--- src/logic/scmc_pkg.sv ---
`default_nettype none
package scmc_pkg;

   // ==========================================================================
   // Timing base
   // ==========================================================================
   localparam int CLK_HZ         = 50_000_000;
   localparam int CLK_PERIOD_NS  = 20;

   // Oscillator rates. Both are modelled as tick enables derived from mclk.
   localparam int FAST_HZ_2M     = 2_000_000;
   localparam int FAST_HZ_4M     = 4_000_000;
   localparam int FAST_HZ_8M     = 8_000_000;
   localparam int SLOW_HZ        = 32_000;
   localparam int FAST_PER_2M    = CLK_HZ / FAST_HZ_2M;
   localparam int FAST_PER_4M    = CLK_HZ / FAST_HZ_4M;
   localparam int FAST_PER_8M    = CLK_HZ / FAST_HZ_8M;
   localparam int SLOW_PER       = CLK_HZ / SLOW_HZ;

   // Start-up times before an oscillator counts as stable, rounded up.
   localparam int FAST_STARTUP_NS  = 10_000;
   localparam int SLOW_STARTUP_NS  = 40_000;
   localparam int FAST_STARTUP_CYC = (FAST_STARTUP_NS + CLK_PERIOD_NS - 1) / CLK_PERIOD_NS;
   localparam int SLOW_STARTUP_CYC = (SLOW_STARTUP_NS + CLK_PERIOD_NS - 1) / CLK_PERIOD_NS;
   localparam int OSC_W            = 11;

   // ==========================================================================
   // Clock selection
   // ==========================================================================
   localparam int         SEL_W     = 3;
   localparam logic [2:0] SEL_SLOW  = 3'h7;
   localparam int         DIV_TAPS  = 7;
   localparam logic [1:0] FREQ_2M   = 2'h0;
   localparam logic [1:0] FREQ_4M   = 2'h1;
   localparam logic [1:0] FREQ_8M   = 2'h2;

   // ==========================================================================
   // Register map and fields
   // ==========================================================================
   localparam logic [11:0] REG_CTRL_OFF    = 12'h000;
   localparam logic [11:0] REG_FOSC_OFF    = 12'h004;
   localparam logic [11:0] REG_STAT_OFF    = 12'h008;
   localparam int          CTRL_SEL_LSB    = 5;
   localparam int          CTRL_FKEEP_BIT  = 1;
   localparam int          CTRL_SKEEP_BIT  = 0;
   localparam int          FOSC_FREQ_LSB   = 2;
   localparam int          FOSC_STABLE_BIT = 1;
   localparam int          FOSC_EN_BIT     = 0;
   localparam int          STAT_MODE_LSB   = 0;
   localparam int          STAT_PDF_BIT    = 3;
   localparam int          STAT_TO_BIT     = 4;
   localparam int          STAT_SSTAB_BIT  = 5;
   localparam int          STAT_HALT_BIT   = 6;
   localparam logic [2:0]  SEL_RST         = 3'h0;
   localparam logic        KEEP_RST        = 1'b0;
   localparam logic        FOSC_EN_RST     = 1'b1;
   localparam logic [1:0]  FOSC_FREQ_RST   = 2'h0;

   // ==========================================================================
   // Types
   // ==========================================================================
   typedef enum logic [2:0] {
      MODE_FAST, MODE_SLOW, MODE_SLEEP, MODE_IDLE_LOW, MODE_IDLE_DUAL, MODE_IDLE_HIGH
   } scmc_mode_t;

   typedef struct packed {
      logic sysClk;
      logic fastClk;
      logic slowClk;
      logic slowOsc;
   } scmc_clk_t;

endpackage : scmc_pkg
`default_nettype wire

--- src/logic/scmc_osc.sv ---
`timescale 1ns/1ps
`default_nettype none
module scmc_osc #(
   parameter int PW = 11
) (
   input  wire logic          mclk,
   input  wire logic          rst,
   input  wire logic          enable,
   input  wire logic [PW-1:0] period,
   input  wire logic [PW-1:0] startup,
   output logic               tick,
   output logic               stable
);

   logic [PW-1:0] perLast_r;
   logic [PW-1:0] phase_r;
   logic [PW-1:0] startCnt_r;
   logic          stable_r;
   logic          restart;

   // A disable or a new rate restarts the start-up wait, so no tick of an
   // unsettled oscillator ever leaves this module.
   assign restart = !enable || (period != perLast_r);

   // Remember the rate in use to notice a change.
   always_ff @(posedge mclk) begin
      if (rst) begin
         perLast_r <= '0;
      end else begin
         perLast_r <= period;
      end
   end

   // Start-up counter and stable flag.
   always_ff @(posedge mclk) begin
      if (rst || restart) begin
         startCnt_r <= '0;
         stable_r   <= 1'b0;
      end else if (!stable_r) begin
         if (startCnt_r == startup - 1'b1) begin
            stable_r <= 1'b1;
         end else begin
            startCnt_r <= startCnt_r + 1'b1;
         end
      end
   end

   // Phase counter that paces the ticks once stable.
   always_ff @(posedge mclk) begin
      if (rst || restart || !stable_r) begin
         phase_r <= '0;
      end else if (phase_r == period - 1'b1) begin
         phase_r <= '0;
      end else begin
         phase_r <= phase_r + 1'b1;
      end
   end

   assign tick   = stable_r && !restart && (phase_r == period - 1'b1);
   assign stable = stable_r && !restart;

endmodule : scmc_osc
`default_nettype wire

--- src/logic/scmc_prescaler.sv ---
`timescale 1ns/1ps
`default_nettype none
module scmc_prescaler #(
   parameter int TAPS = 7
) (
   input  wire logic            mclk,
   input  wire logic            rst,
   input  wire logic            tickIn,
   output logic [TAPS-1:0]      taps
);

   logic [TAPS-2:0] cnt_r;

   // Ripple count of input ticks; all taps pulse together when it wraps.
   always_ff @(posedge mclk) begin
      if (rst) begin
         cnt_r <= '0;
      end else if (tickIn) begin
         cnt_r <= cnt_r + 1'b1;
      end
   end

   // Tap i pulses on every 2**i-th input tick.
   genvar i;
   generate
      for (i = 0; i < TAPS; i++) begin : g_tap
         if (i == 0) begin : g_first
            assign taps[i] = tickIn;
         end else begin : g_rest
            assign taps[i] = tickIn & (&cnt_r[i-1:0]);
         end
      end
   endgenerate

endmodule : scmc_prescaler
`default_nettype wire

--- src/logic/scmc_top.sv ---
// Function
// - Fast mode: codes 0 to 6 give high clock divided by 1 to 64.
// - High clock comes from fast RC oscillator, low clock from slow one.
// - Code 7 selects slow mode, CPU running on the low clock.
// - After moving to low clock, fast oscillator follows its enable bit.
// - In slow mode with code 7 still selected the high clock follows the enable bit only.
// - Running modes keep CPU, low clock and slow oscillator active.
// - Halt with both keeps low enters sleep, stopping CPU and clocks.
// - Slow oscillator keeps running in sleep for the watchdog.
// - Halt with only slow keep: low-only idle, system clock if code 7.
// - Halt with both keeps: dual idle, all clocks stay running.
// - Halt with only fast keep: high-only idle, system clock if fast code.
// - Exactly six modes: two running, four with the CPU off.
// - New high clock used only after the stable flag is set.
// - Entering sleep or idle sets power-down, clears timeout unless one arrives in the same cycle, clears watchdog.
// - Switch to slow mode completes only with slow oscillator stable.
//
// The placing of the registers and the APB slave port were chosen for this implementation.
`timescale 1ns/1ps
`default_nettype none
module scmc_top #(
   parameter int AW = 12
) (
   input  wire logic                       mclk,
   input  wire logic                       rst,
   input  wire logic                       psel,
   input  wire logic                       penable,
   input  wire logic                       pwrite,
   input  wire logic [AW-1:0]              paddr,
   input  wire logic [31:0]                pwdata,
   output logic [31:0]                     prdata,
   output logic                            pready,
   output logic                            pslverr,
   input  wire logic                       haltReq,
   input  wire logic                       wakeReq,
   input  wire logic                       wdtTimeout,
   output logic                            cpuRun,
   output scmc_pkg::scmc_clk_t             clkEn,
   output logic [scmc_pkg::DIV_TAPS-1:0]   fastDivEn,
   output scmc_pkg::scmc_mode_t            mode,
   output logic                            powerDownFlag,
   output logic                            watchdogTimeoutFlag,
   output logic                            wdtClear
);
   import scmc_pkg::*;

   // ==========================================================================
   // State
   // ==========================================================================
   logic [SEL_W-1:0]    sysClkSelect_r;
   logic [SEL_W-1:0]    activeSel_r;
   logic                fastOscHaltKeep_r;
   logic                slowOscHaltKeep_r;
   logic                fastOscEn_r;
   logic [1:0]          fastFreq_r;
   logic                halt_r;
   logic                pdf_r;
   logic                to_r;
   logic                wdtClear_r;
   logic [31:0]         prdata_r;
   scmc_mode_t          mode_r;
   scmc_mode_t          modeNow;
   logic [OSC_W-1:0]    fastPeriod;
   logic                fastRun;
   logic                fastTick;
   logic                fastStable;
   logic                slowTick;
   logic                slowStable;
   logic                activeSlow;
   logic                adopt;
   logic                crossAdopt;
   logic                sysOn;
   logic                sysSrc;
   logic                haltTake;
   logic                wrEn;
   logic                unmapped;
   logic [31:0]         readVal;
   logic [DIV_TAPS-1:0] taps;

   // ==========================================================================
   // Oscillators
   // ==========================================================================
   // Rate of the fast oscillator from the frequency field; code 3 is 2 MHz.
   always_comb begin
      case (fastFreq_r)
         FREQ_4M: fastPeriod = OSC_W'(FAST_PER_4M);
         FREQ_8M: fastPeriod = OSC_W'(FAST_PER_8M);
         default: fastPeriod = OSC_W'(FAST_PER_2M);
      endcase
   end

   // Fast oscillator runs while halted only if kept; while running it runs
   // when the active or requested source needs it, or on its enable bit.
   assign fastRun = halt_r ? fastOscHaltKeep_r
                  : ((activeSel_r != SEL_SLOW) || (sysClkSelect_r != SEL_SLOW)
                     || fastOscEn_r);

   scmc_osc #(.PW(OSC_W)) u_fastOsc (
      .mclk    (mclk),
      .rst     (rst),
      .enable  (fastRun),
      .period  (fastPeriod),
      .startup (OSC_W'(FAST_STARTUP_CYC)),
      .tick    (fastTick),
      .stable  (fastStable)
   );

   // The slow oscillator never stops; the watchdog depends on it.
   scmc_osc #(.PW(OSC_W)) u_slowOsc (
      .mclk    (mclk),
      .rst     (rst),
      .enable  (1'b1),
      .period  (OSC_W'(SLOW_PER)),
      .startup (OSC_W'(SLOW_STARTUP_CYC)),
      .tick    (slowTick),
      .stable  (slowStable)
   );

   scmc_prescaler #(.TAPS(DIV_TAPS)) u_prescaler (
      .mclk   (mclk),
      .rst    (rst),
      .tickIn (fastTick),
      .taps   (taps)
   );

   // ==========================================================================
   // System clock source switching
   // ==========================================================================
   // A change is adopted only at a boundary: the divider wrap for a fast
   // target, where every tap pulses, or a slow tick for a slow target. A
   // fast target never wraps until its oscillator is stable.
   assign activeSlow = (activeSel_r == SEL_SLOW);
   always_comb begin
      adopt = 1'b0;
      if ((sysClkSelect_r != activeSel_r) && !halt_r) begin
         if (sysClkSelect_r == SEL_SLOW) begin
            adopt = slowTick && slowStable;
         end else begin
            adopt = taps[DIV_TAPS-1];
         end
      end
   end

   // Crossing between oscillators drops the adopting pulse, so the first new
   // period is a whole one; this costs one period of latency.
   assign crossAdopt = adopt && ((sysClkSelect_r == SEL_SLOW) != activeSlow);

   always_ff @(posedge mclk) begin
      if (rst) begin
         activeSel_r <= SEL_RST;
      end else if (adopt) begin
         activeSel_r <= sysClkSelect_r;
      end
   end

   // While halted the system clock lives on only if its source is kept.
   assign sysOn  = !halt_r || (activeSlow ? slowOscHaltKeep_r : fastOscHaltKeep_r);
   assign sysSrc = activeSlow ? slowTick : taps[activeSel_r];

   assign clkEn.sysClk  = sysOn && sysSrc && !crossAdopt;
   assign clkEn.fastClk = fastTick;
   assign clkEn.slowClk = slowTick && (!halt_r || slowOscHaltKeep_r);
   assign clkEn.slowOsc = slowTick;
   assign fastDivEn     = taps;

   // ==========================================================================
   // Halt, wake and operating mode
   // ==========================================================================
   assign haltTake = haltReq && !halt_r;

   always_ff @(posedge mclk) begin
      if (rst) begin
         halt_r <= 1'b0;
      end else if (haltTake) begin
         halt_r <= 1'b1;
      end else if (wakeReq) begin
         halt_r <= 1'b0;
      end
   end

   // Six modes from the halt state, the active source and the two keep bits.
   always_comb begin
      if (!halt_r) begin
         modeNow = activeSlow ? MODE_SLOW : MODE_FAST;
      end else begin
         case ({fastOscHaltKeep_r, slowOscHaltKeep_r})
            2'b00:   modeNow = MODE_SLEEP;
            2'b01:   modeNow = MODE_IDLE_LOW;
            2'b11:   modeNow = MODE_IDLE_DUAL;
            default: modeNow = MODE_IDLE_HIGH;
         endcase
      end
   end

   always_ff @(posedge mclk) begin
      if (rst) begin
         mode_r <= MODE_FAST;
      end else begin
         mode_r <= modeNow;
      end
   end

   // Power-down flag: halt entry sets it, a write of one clears it; the set
   // wins when both come together.
   always_ff @(posedge mclk) begin
      if (rst) begin
         pdf_r <= 1'b0;
      end else if (haltTake) begin
         pdf_r <= 1'b1;
      end else if (wrEn && (paddr == AW'(REG_STAT_OFF)) && pwdata[STAT_PDF_BIT]) begin
         pdf_r <= 1'b0;
      end
   end

   // Timeout flag: the watchdog sets it, halt entry clears it; a timeout in
   // the same cycle is kept rather than lost.
   always_ff @(posedge mclk) begin
      if (rst) begin
         to_r <= 1'b0;
      end else if (wdtTimeout) begin
         to_r <= 1'b1;
      end else if (haltTake) begin
         to_r <= 1'b0;
      end
   end

   always_ff @(posedge mclk) begin
      if (rst) begin
         wdtClear_r <= 1'b0;
      end else begin
         wdtClear_r <= haltTake;
      end
   end

   assign cpuRun              = !halt_r;
   assign mode                = mode_r;
   assign powerDownFlag       = pdf_r;
   assign watchdogTimeoutFlag = to_r;
   assign wdtClear            = wdtClear_r;

   // ==========================================================================
   // APB slave
   // ==========================================================================
   assign pready   = 1'b1;
   assign wrEn     = psel && penable && pwrite && !unmapped;
   assign pslverr  = psel && penable && unmapped;
   assign prdata   = prdata_r;

   // Address decode and read data.
   always_comb begin
      readVal  = 32'h0000_0000;
      unmapped = 1'b0;
      if (paddr == AW'(REG_CTRL_OFF)) begin
         readVal[CTRL_SEL_LSB +: SEL_W] = sysClkSelect_r;
         readVal[CTRL_FKEEP_BIT]        = fastOscHaltKeep_r;
         readVal[CTRL_SKEEP_BIT]        = slowOscHaltKeep_r;
      end else if (paddr == AW'(REG_FOSC_OFF)) begin
         readVal[FOSC_FREQ_LSB +: 2]    = fastFreq_r;
         readVal[FOSC_STABLE_BIT]       = fastStable;
         readVal[FOSC_EN_BIT]           = fastOscEn_r;
      end else if (paddr == AW'(REG_STAT_OFF)) begin
         readVal[STAT_MODE_LSB +: 3]    = modeNow;
         readVal[STAT_PDF_BIT]          = pdf_r;
         readVal[STAT_TO_BIT]           = to_r;
         readVal[STAT_SSTAB_BIT]        = slowStable;
         readVal[STAT_HALT_BIT]         = halt_r;
      end else begin
         unmapped = 1'b1;
      end
   end

   // Read data is captured in the setup cycle so it comes from a flop.
   always_ff @(posedge mclk) begin
      if (rst) begin
         prdata_r <= 32'h0000_0000;
      end else if (psel && !penable && !pwrite) begin
         prdata_r <= readVal;
      end
   end

   // Control register writes.
   always_ff @(posedge mclk) begin
      if (rst) begin
         sysClkSelect_r    <= SEL_RST;
         fastOscHaltKeep_r <= KEEP_RST;
         slowOscHaltKeep_r <= KEEP_RST;
      end else if (wrEn && (paddr == AW'(REG_CTRL_OFF))) begin
         sysClkSelect_r    <= pwdata[CTRL_SEL_LSB +: SEL_W];
         fastOscHaltKeep_r <= pwdata[CTRL_FKEEP_BIT];
         slowOscHaltKeep_r <= pwdata[CTRL_SKEEP_BIT];
      end
   end

   always_ff @(posedge mclk) begin
      if (rst) begin
         fastOscEn_r <= FOSC_EN_RST;
         fastFreq_r  <= FOSC_FREQ_RST;
      end else if (wrEn && (paddr == AW'(REG_FOSC_OFF))) begin
         fastOscEn_r <= pwdata[FOSC_EN_BIT];
         fastFreq_r  <= pwdata[FOSC_FREQ_LSB +: 2];
      end
   end

   // ==========================================================================
   // Checks
   // ==========================================================================
   logic [OSC_W-1:0] slowGap_r;
   logic [OSC_W-1:0] sysGap_r;

   // Cycles since the last slow tick and since the last system clock pulse.
   always_ff @(posedge mclk) begin
      if (rst) begin
         slowGap_r <= '0;
         sysGap_r  <= '1;
      end else begin
         slowGap_r <= clkEn.slowOsc ? '0 : (slowGap_r + {{(OSC_W-1){1'b0}}, ~&slowGap_r});
         sysGap_r  <= clkEn.sysClk ? '0 : (sysGap_r + {{(OSC_W-1){1'b0}}, ~&sysGap_r});
      end
   end

   fast_div_sel_a: assert property (@(posedge mclk) disable iff (rst)
      clkEn.sysClk && !activeSlow |-> fastDivEn[activeSel_r])
      else $error("System clock pulse without its divider tap.");

   fast_src_a: assert property (@(posedge mclk) disable iff (rst)
      clkEn.fastClk |-> fastRun && fastStable)
      else $error("High clock ticked while its oscillator was off.");

   slow_src_a: assert property (@(posedge mclk) disable iff (rst)
      clkEn.sysClk && activeSlow |-> clkEn.slowOsc && slowStable)
      else $error("Slow system clock not taken from the slow oscillator.");

   slow_fast_en_a: assert property (@(posedge mclk) disable iff (rst)
      cpuRun && activeSlow && (sysClkSelect_r == SEL_SLOW) && !fastOscEn_r
      |-> !clkEn.fastClk && !fastDivEn[DIV_TAPS-1])
      else $error("High clock ran in slow mode with its enable low.");

   fast_keep_a: assert property (@(posedge mclk) disable iff (rst)
      cpuRun && fastOscEn_r |-> fastRun)
      else $error("Enabled fast oscillator stopped while running.");

   running_clocks_a: assert property (@(posedge mclk) disable iff (rst)
      cpuRun |-> (clkEn.slowClk == clkEn.slowOsc))
      else $error("Low clock gated while the CPU runs.");

   sleep_stops_a: assert property (@(posedge mclk) disable iff (rst)
      modeNow == MODE_SLEEP
      |-> !clkEn.sysClk && !clkEn.fastClk && !clkEn.slowClk && !cpuRun)
      else $error("A clock ran in sleep mode.");

   sleep_wdt_a: assert property (@(posedge mclk) disable iff (rst)
      slowStable && (modeNow == MODE_SLEEP) |-> slowGap_r < OSC_W'(SLOW_PER))
      else $error("Slow oscillator stalled in sleep.");

   idle_low_a: assert property (@(posedge mclk) disable iff (rst)
      modeNow == MODE_IDLE_LOW
      |-> !clkEn.fastClk && (clkEn.slowClk == clkEn.slowOsc) && (!clkEn.sysClk || activeSlow))
      else $error("Low-only idle clocks wrong.");

   idle_dual_a: assert property (@(posedge mclk) disable iff (rst)
      modeNow == MODE_IDLE_DUAL |-> fastRun && (clkEn.slowClk == clkEn.slowOsc)
      && (clkEn.sysClk == sysSrc))
      else $error("Dual idle stopped a clock.");

   idle_high_a: assert property (@(posedge mclk) disable iff (rst)
      modeNow == MODE_IDLE_HIGH |-> fastRun && !clkEn.slowClk && (!clkEn.sysClk || !activeSlow))
      else $error("High-only idle clocks wrong.");

   mode_cpu_a: assert property (@(posedge mclk) disable iff (rst)
      (cpuRun == ((modeNow == MODE_FAST) || (modeNow == MODE_SLOW))) ##1 (mode == $past(modeNow)))
      else $error("Mode and CPU state disagree.");

   stable_first_a: assert property (@(posedge mclk) disable iff (rst)
      $rose(fastRun) |-> !clkEn.fastClk [*8])
      else $error("High clock used before the oscillator settled.");

   halt_flags_a: assert property (@(posedge mclk) disable iff (rst)
      haltTake |=> powerDownFlag && wdtClear && !cpuRun
      && (!watchdogTimeoutFlag || $past(wdtTimeout)))
      else $error("Halt entry did not update the power-down flags.");

   slow_ready_a: assert property (@(posedge mclk) disable iff (rst)
      !activeSlow ##1 activeSlow |-> $past(slowStable))
      else $error("Switched to slow mode before the slow oscillator settled.");

   no_runt_a: assert property (@(posedge mclk) disable iff (rst)
      clkEn.sysClk |-> sysGap_r >= OSC_W'(FAST_PER_8M - 1))
      else $error("Runt system clock period.");

endmodule : scmc_top
`default_nettype wire

--- config.mk ---
export PLATFORM = sky130hd
export DESIGN_NAME = scmc_top
export DESIGN_NICKNAME = d
export VERILOG_FILES = /design/src/logic/scmc_pkg.sv /design/src/logic/scmc_osc.sv /design/src/logic/scmc_prescaler.sv /design/src/logic/scmc_top.sv
export SDC_FILE = /design/constraint.sdc
export NUM_CORES = 1
export LEC_CHECK = 0
export BUFFER_PORTS_ARGS = -buffer_cell sky130_fd_sc_hd__buf_2
export CAP_MARGIN = 20
export CORE_MARGIN = 5
export CORE_UTILIZATION = 25
export DETAILED_ROUTE_END_ITERATION = 12
export GPL_TIMING_DRIVEN = 0
export PLACE_DENSITY = 0.46
export SLEW_MARGIN = 20
export SYNTH_ARGS = -nofsm -noshare
export SYNTH_HDL_FRONTEND = slang
export SYNTH_SLANG_ARGS = --single-unit
--- constraint.sdc ---
create_clock -name mclk -period 4.2 [get_ports mclk]
set_input_delay 0.42 -clock mclk [delete_from_list [all_inputs] [get_ports mclk]]
set_output_delay 0.42 -clock mclk [all_outputs]
set_load 0.02 [all_outputs]
==> impl_metrics.yaml <==
synthesis:
  synth_warnings: 0
  syn-cell-area_um2: 4140
  synth-simple-area-share_pct: 26.4
  synth_top_family_by_area: "simple AND/OR/NAND/NOR gates"
  synth-compound-area-share_pct: 7.83
  synthAdderAreaFrac_pct: 4.84
  yosysSeqAreaShare_pct: 40.1
  synth_ff_type: "dfxtp_1"
  synthXorXnorAreaFrac_pct: 8.67
  synth_cell_types: 51
  ys_ff_latch: 83
  synth_edf_count: 0
  synthCells: 486
  synthMuxAreaShare_pct: 3.87
  synthArstFlopShare_pct: 0
  synth_area_per_cell_um2: 8.52
global_route:
  grt_pass1_wl_um: 16800
  grt_max_degree: 14
  grt_pass1_vias: 3406
  gr-total-overflow: 0
  gr-usage-all-layers_pct: 10.6
  antenna_found_initial: 0
timing:
  worst_slew_pin_slew_ns: 0.783
  fmax_ghz: 0.254
  tns_ns: 0
  max_slew_margin_pct: 46.4
  timing.final.crit_share_pct: 93.6
  setup_violations: 0
  period_needed_ns: 3.93
  rsz0062_at_grt: "no"
  worst_clock_skew_ns: 0.00566
  hold_viol: 0
  slew_violations: 0
status:
  status: "completed"
layout:
  fin_area_um2: 5070
  final_common_cell: "dfxtp_1"
  n_antenna_cell: 0
  layout.nets: 640
  layout-drive-gt1-share_pct: 17.9
  syn_to_final_growth_pct: 22.4
  mostFrequentLayoutCells: "83 x dfxtp_1, 73 x nor2_1, 53 x buf_2"
setup_path:
  cp.required_ns: 3.78
  slowest_delay_ns: 0.49
  cp_slowest_cell: "a222oi_1"
  start_kind: "flip-flop"
  endpoint_kind: "primary output"
  crit_type: "flip-flop to primary output"
  cp.arrival_ns: 3.51
  crit_path_cell_trace: "inv_1, ha_1, or3b_1, a222oi_1, and2_1, clkbuf_1, a32oi_1, a221oi_1, buf_2"
  critPathMaxFanout: 10
power:
  powerDensity_nw_per_um2: 337
  leakage_nw: 2.11
  irDropWorstVdd_v: 0.000169
placement:
  hpwl_um: 7760
  dpl-instance-area_um2: 4760
  place_congestion: 0.763
  port_buffers: 52
floorplanning:
  start_util_pct: 25.2
  dieArea_um2: 19200
  core_area_um2: 16400
  io_pins: 104
  rows: 47
  die_w_um: 139
  die_h_um: 139
detailed_routing:
  vias: 3470
  drc: 0
  finalWirelength_um: 9890
  first_iter_violations: 123
  ant_nets: 0
  drtPass1Iterations: 6
  avgRoutedWirePerCell_um: 12.4
  vias_per_cell: 4.35
clocking:
  numClockSinks: 83
  clock_latency_ns: 0.34
  clockBufferDepth: 2
  clk_pin_slew_worst_paths_ns: 0.06
  cts_tree: "done"
  clockRootBuffer: "clkbuf_16"
  cts.htree.levels: 3
  cts_buffers: 9
  cts_setup_buffers: 0
run:
  maxCapViolCount: 0
worst_hold_path:
  hp-class: "input port to flip-flop"
[metrics by stage]
step	util, %	setup WS [ns]	cells	total power (W)	hold WS [ns]
2_1_floorplan	-	1.15	509	0.000885	0.441
3_3_place_gp	29.0	0.559	781	0.000915	0.445
3_5_place_dp	29.0	0.580	781	0.000916	0.452
4_1_cts	30.9	0.173	797	0.00174	0.246
5_1_grt	30.9	0.00234	797	0.00178	0.257
6_report	30.9	0.269	797	0.00171	0.266
[flip-flops by register name, summed over array words and instances, names as in the netlist, 2 cells and up]
name	flops
u_fastOsc.phase_r	11
sysClkSelect_r	3
u_slowOsc.phase_r	11
prdata	8
mode	3
u_fastOsc.startCnt_r	11
u_fastOsc.perLast_r	4
fastFreq_r	2
activeSel_r	3
u_slowOsc.startCnt_r	11
u_prescaler.cnt_r	6
[per-layer routing]
layer | wire length [um] | share of wire (%) | GRT usage [%] | vias up
li1 | - | - | - | 1788
met1 | 4570 | 46 | 13.1 | 1615
met2 | 4790 | 48 | 17.7 | 53
met3 | 347 | 3.5 | 2.14 | 14
met4 | 184 | 1.9 | 4.79 | 0
met5 | 0 | 0 | 0 | -
[Yosys cell counts (4+ instances only)]
cell / instances / area (um2)
nor2b_1: 5 / 31.3
o21ai_0: 10 / 50.1
or3_1: 7 / 43.8
and3_1: 12 / 75.1
nand4b_1: 4 / 35.0
and2_1: 7 / 43.8
mux2i_1: 16 / 160
a21oi_1: 24 / 120
nand2_1: 43 / 161
ha_1: 16 / 200
nand4_1: 8 / 50.1
xor2_1: 27 / 236
nor3_1: 7 / 35.0
clkbuf_1: 15 / 56.3
nor4_1: 4 / 25.0
and4_1: 5 / 43.8
buf_4: 28 / 210
nand3_1: 21 / 105
nor2_1: 73 / 274
inv_1: 16 / 60.1
xnor2_1: 14 / 123
dfxtp_1: 83 / 1660
[kinds of logic after synthesis]
family	after synthesis
buffers and inverters	61
flip-flops	83
AND/OR/NAND/NOR	215
multiplexers	16
other	2
adder cells (fa/ha/maj)	16
AO/OA/AOI/OAI	52
XOR/XNOR	41
[critical path: cells and delay by family, from the launching register on]
family | cells | cell delay [ns]
adder cells (fa/ha/maj) | 1 | 0.36
buffers and inverters | 3 | 0.72
flip-flops | 1 | 0.40
AO/OA/AOI/OAI | 3 | 1.00
AND/OR/NAND/NOR | 2 | 0.68
[cell type report]
type | instances | area (um2)
Sequential cell | 83 | 1660
Inverter | 16 | 60.1
Fill cell | 1764 | 11300
Timing Repair Buffer | 52 | 260
Tap cell | 220 | 275
Multi-Input combinational cell | 365 | 2230
Buffer | 45 | 275
Clock inverter | 4 | 48.8
Clock buffer | 12 | 256
[worst paths after layout]
path	cells after the start	endpoint	from	slack [ns]
worst max-delay path	9	clkEn[3]	fastFreq_r[0]	0.27
worst max register to register	7	u_prescaler.cnt_r[5]	fastFreq_r[0]	1.26
worst min-delay path	2	halt_r	wakeReq	0.27
worst min register to register	2	prdata[6]	prdata[6]	0.46
[power by group]
group          internal, W  leakage [nW]  switching [W]
Sequential        0.000794         0.671     0.00000449
Combinational    0.0000376          1.28      0.0000619
Clock             0.000492         0.153       0.000316
[repair_timing]
| item | CTS | global route |
|---|---|---|
| setup endpoints to repair | 0 | 1 |
| gates resized for setup | 0 | 0 |
| hold buffers | 0 | 0 |
Note: power is estimated with default switching activity, not from simulation.
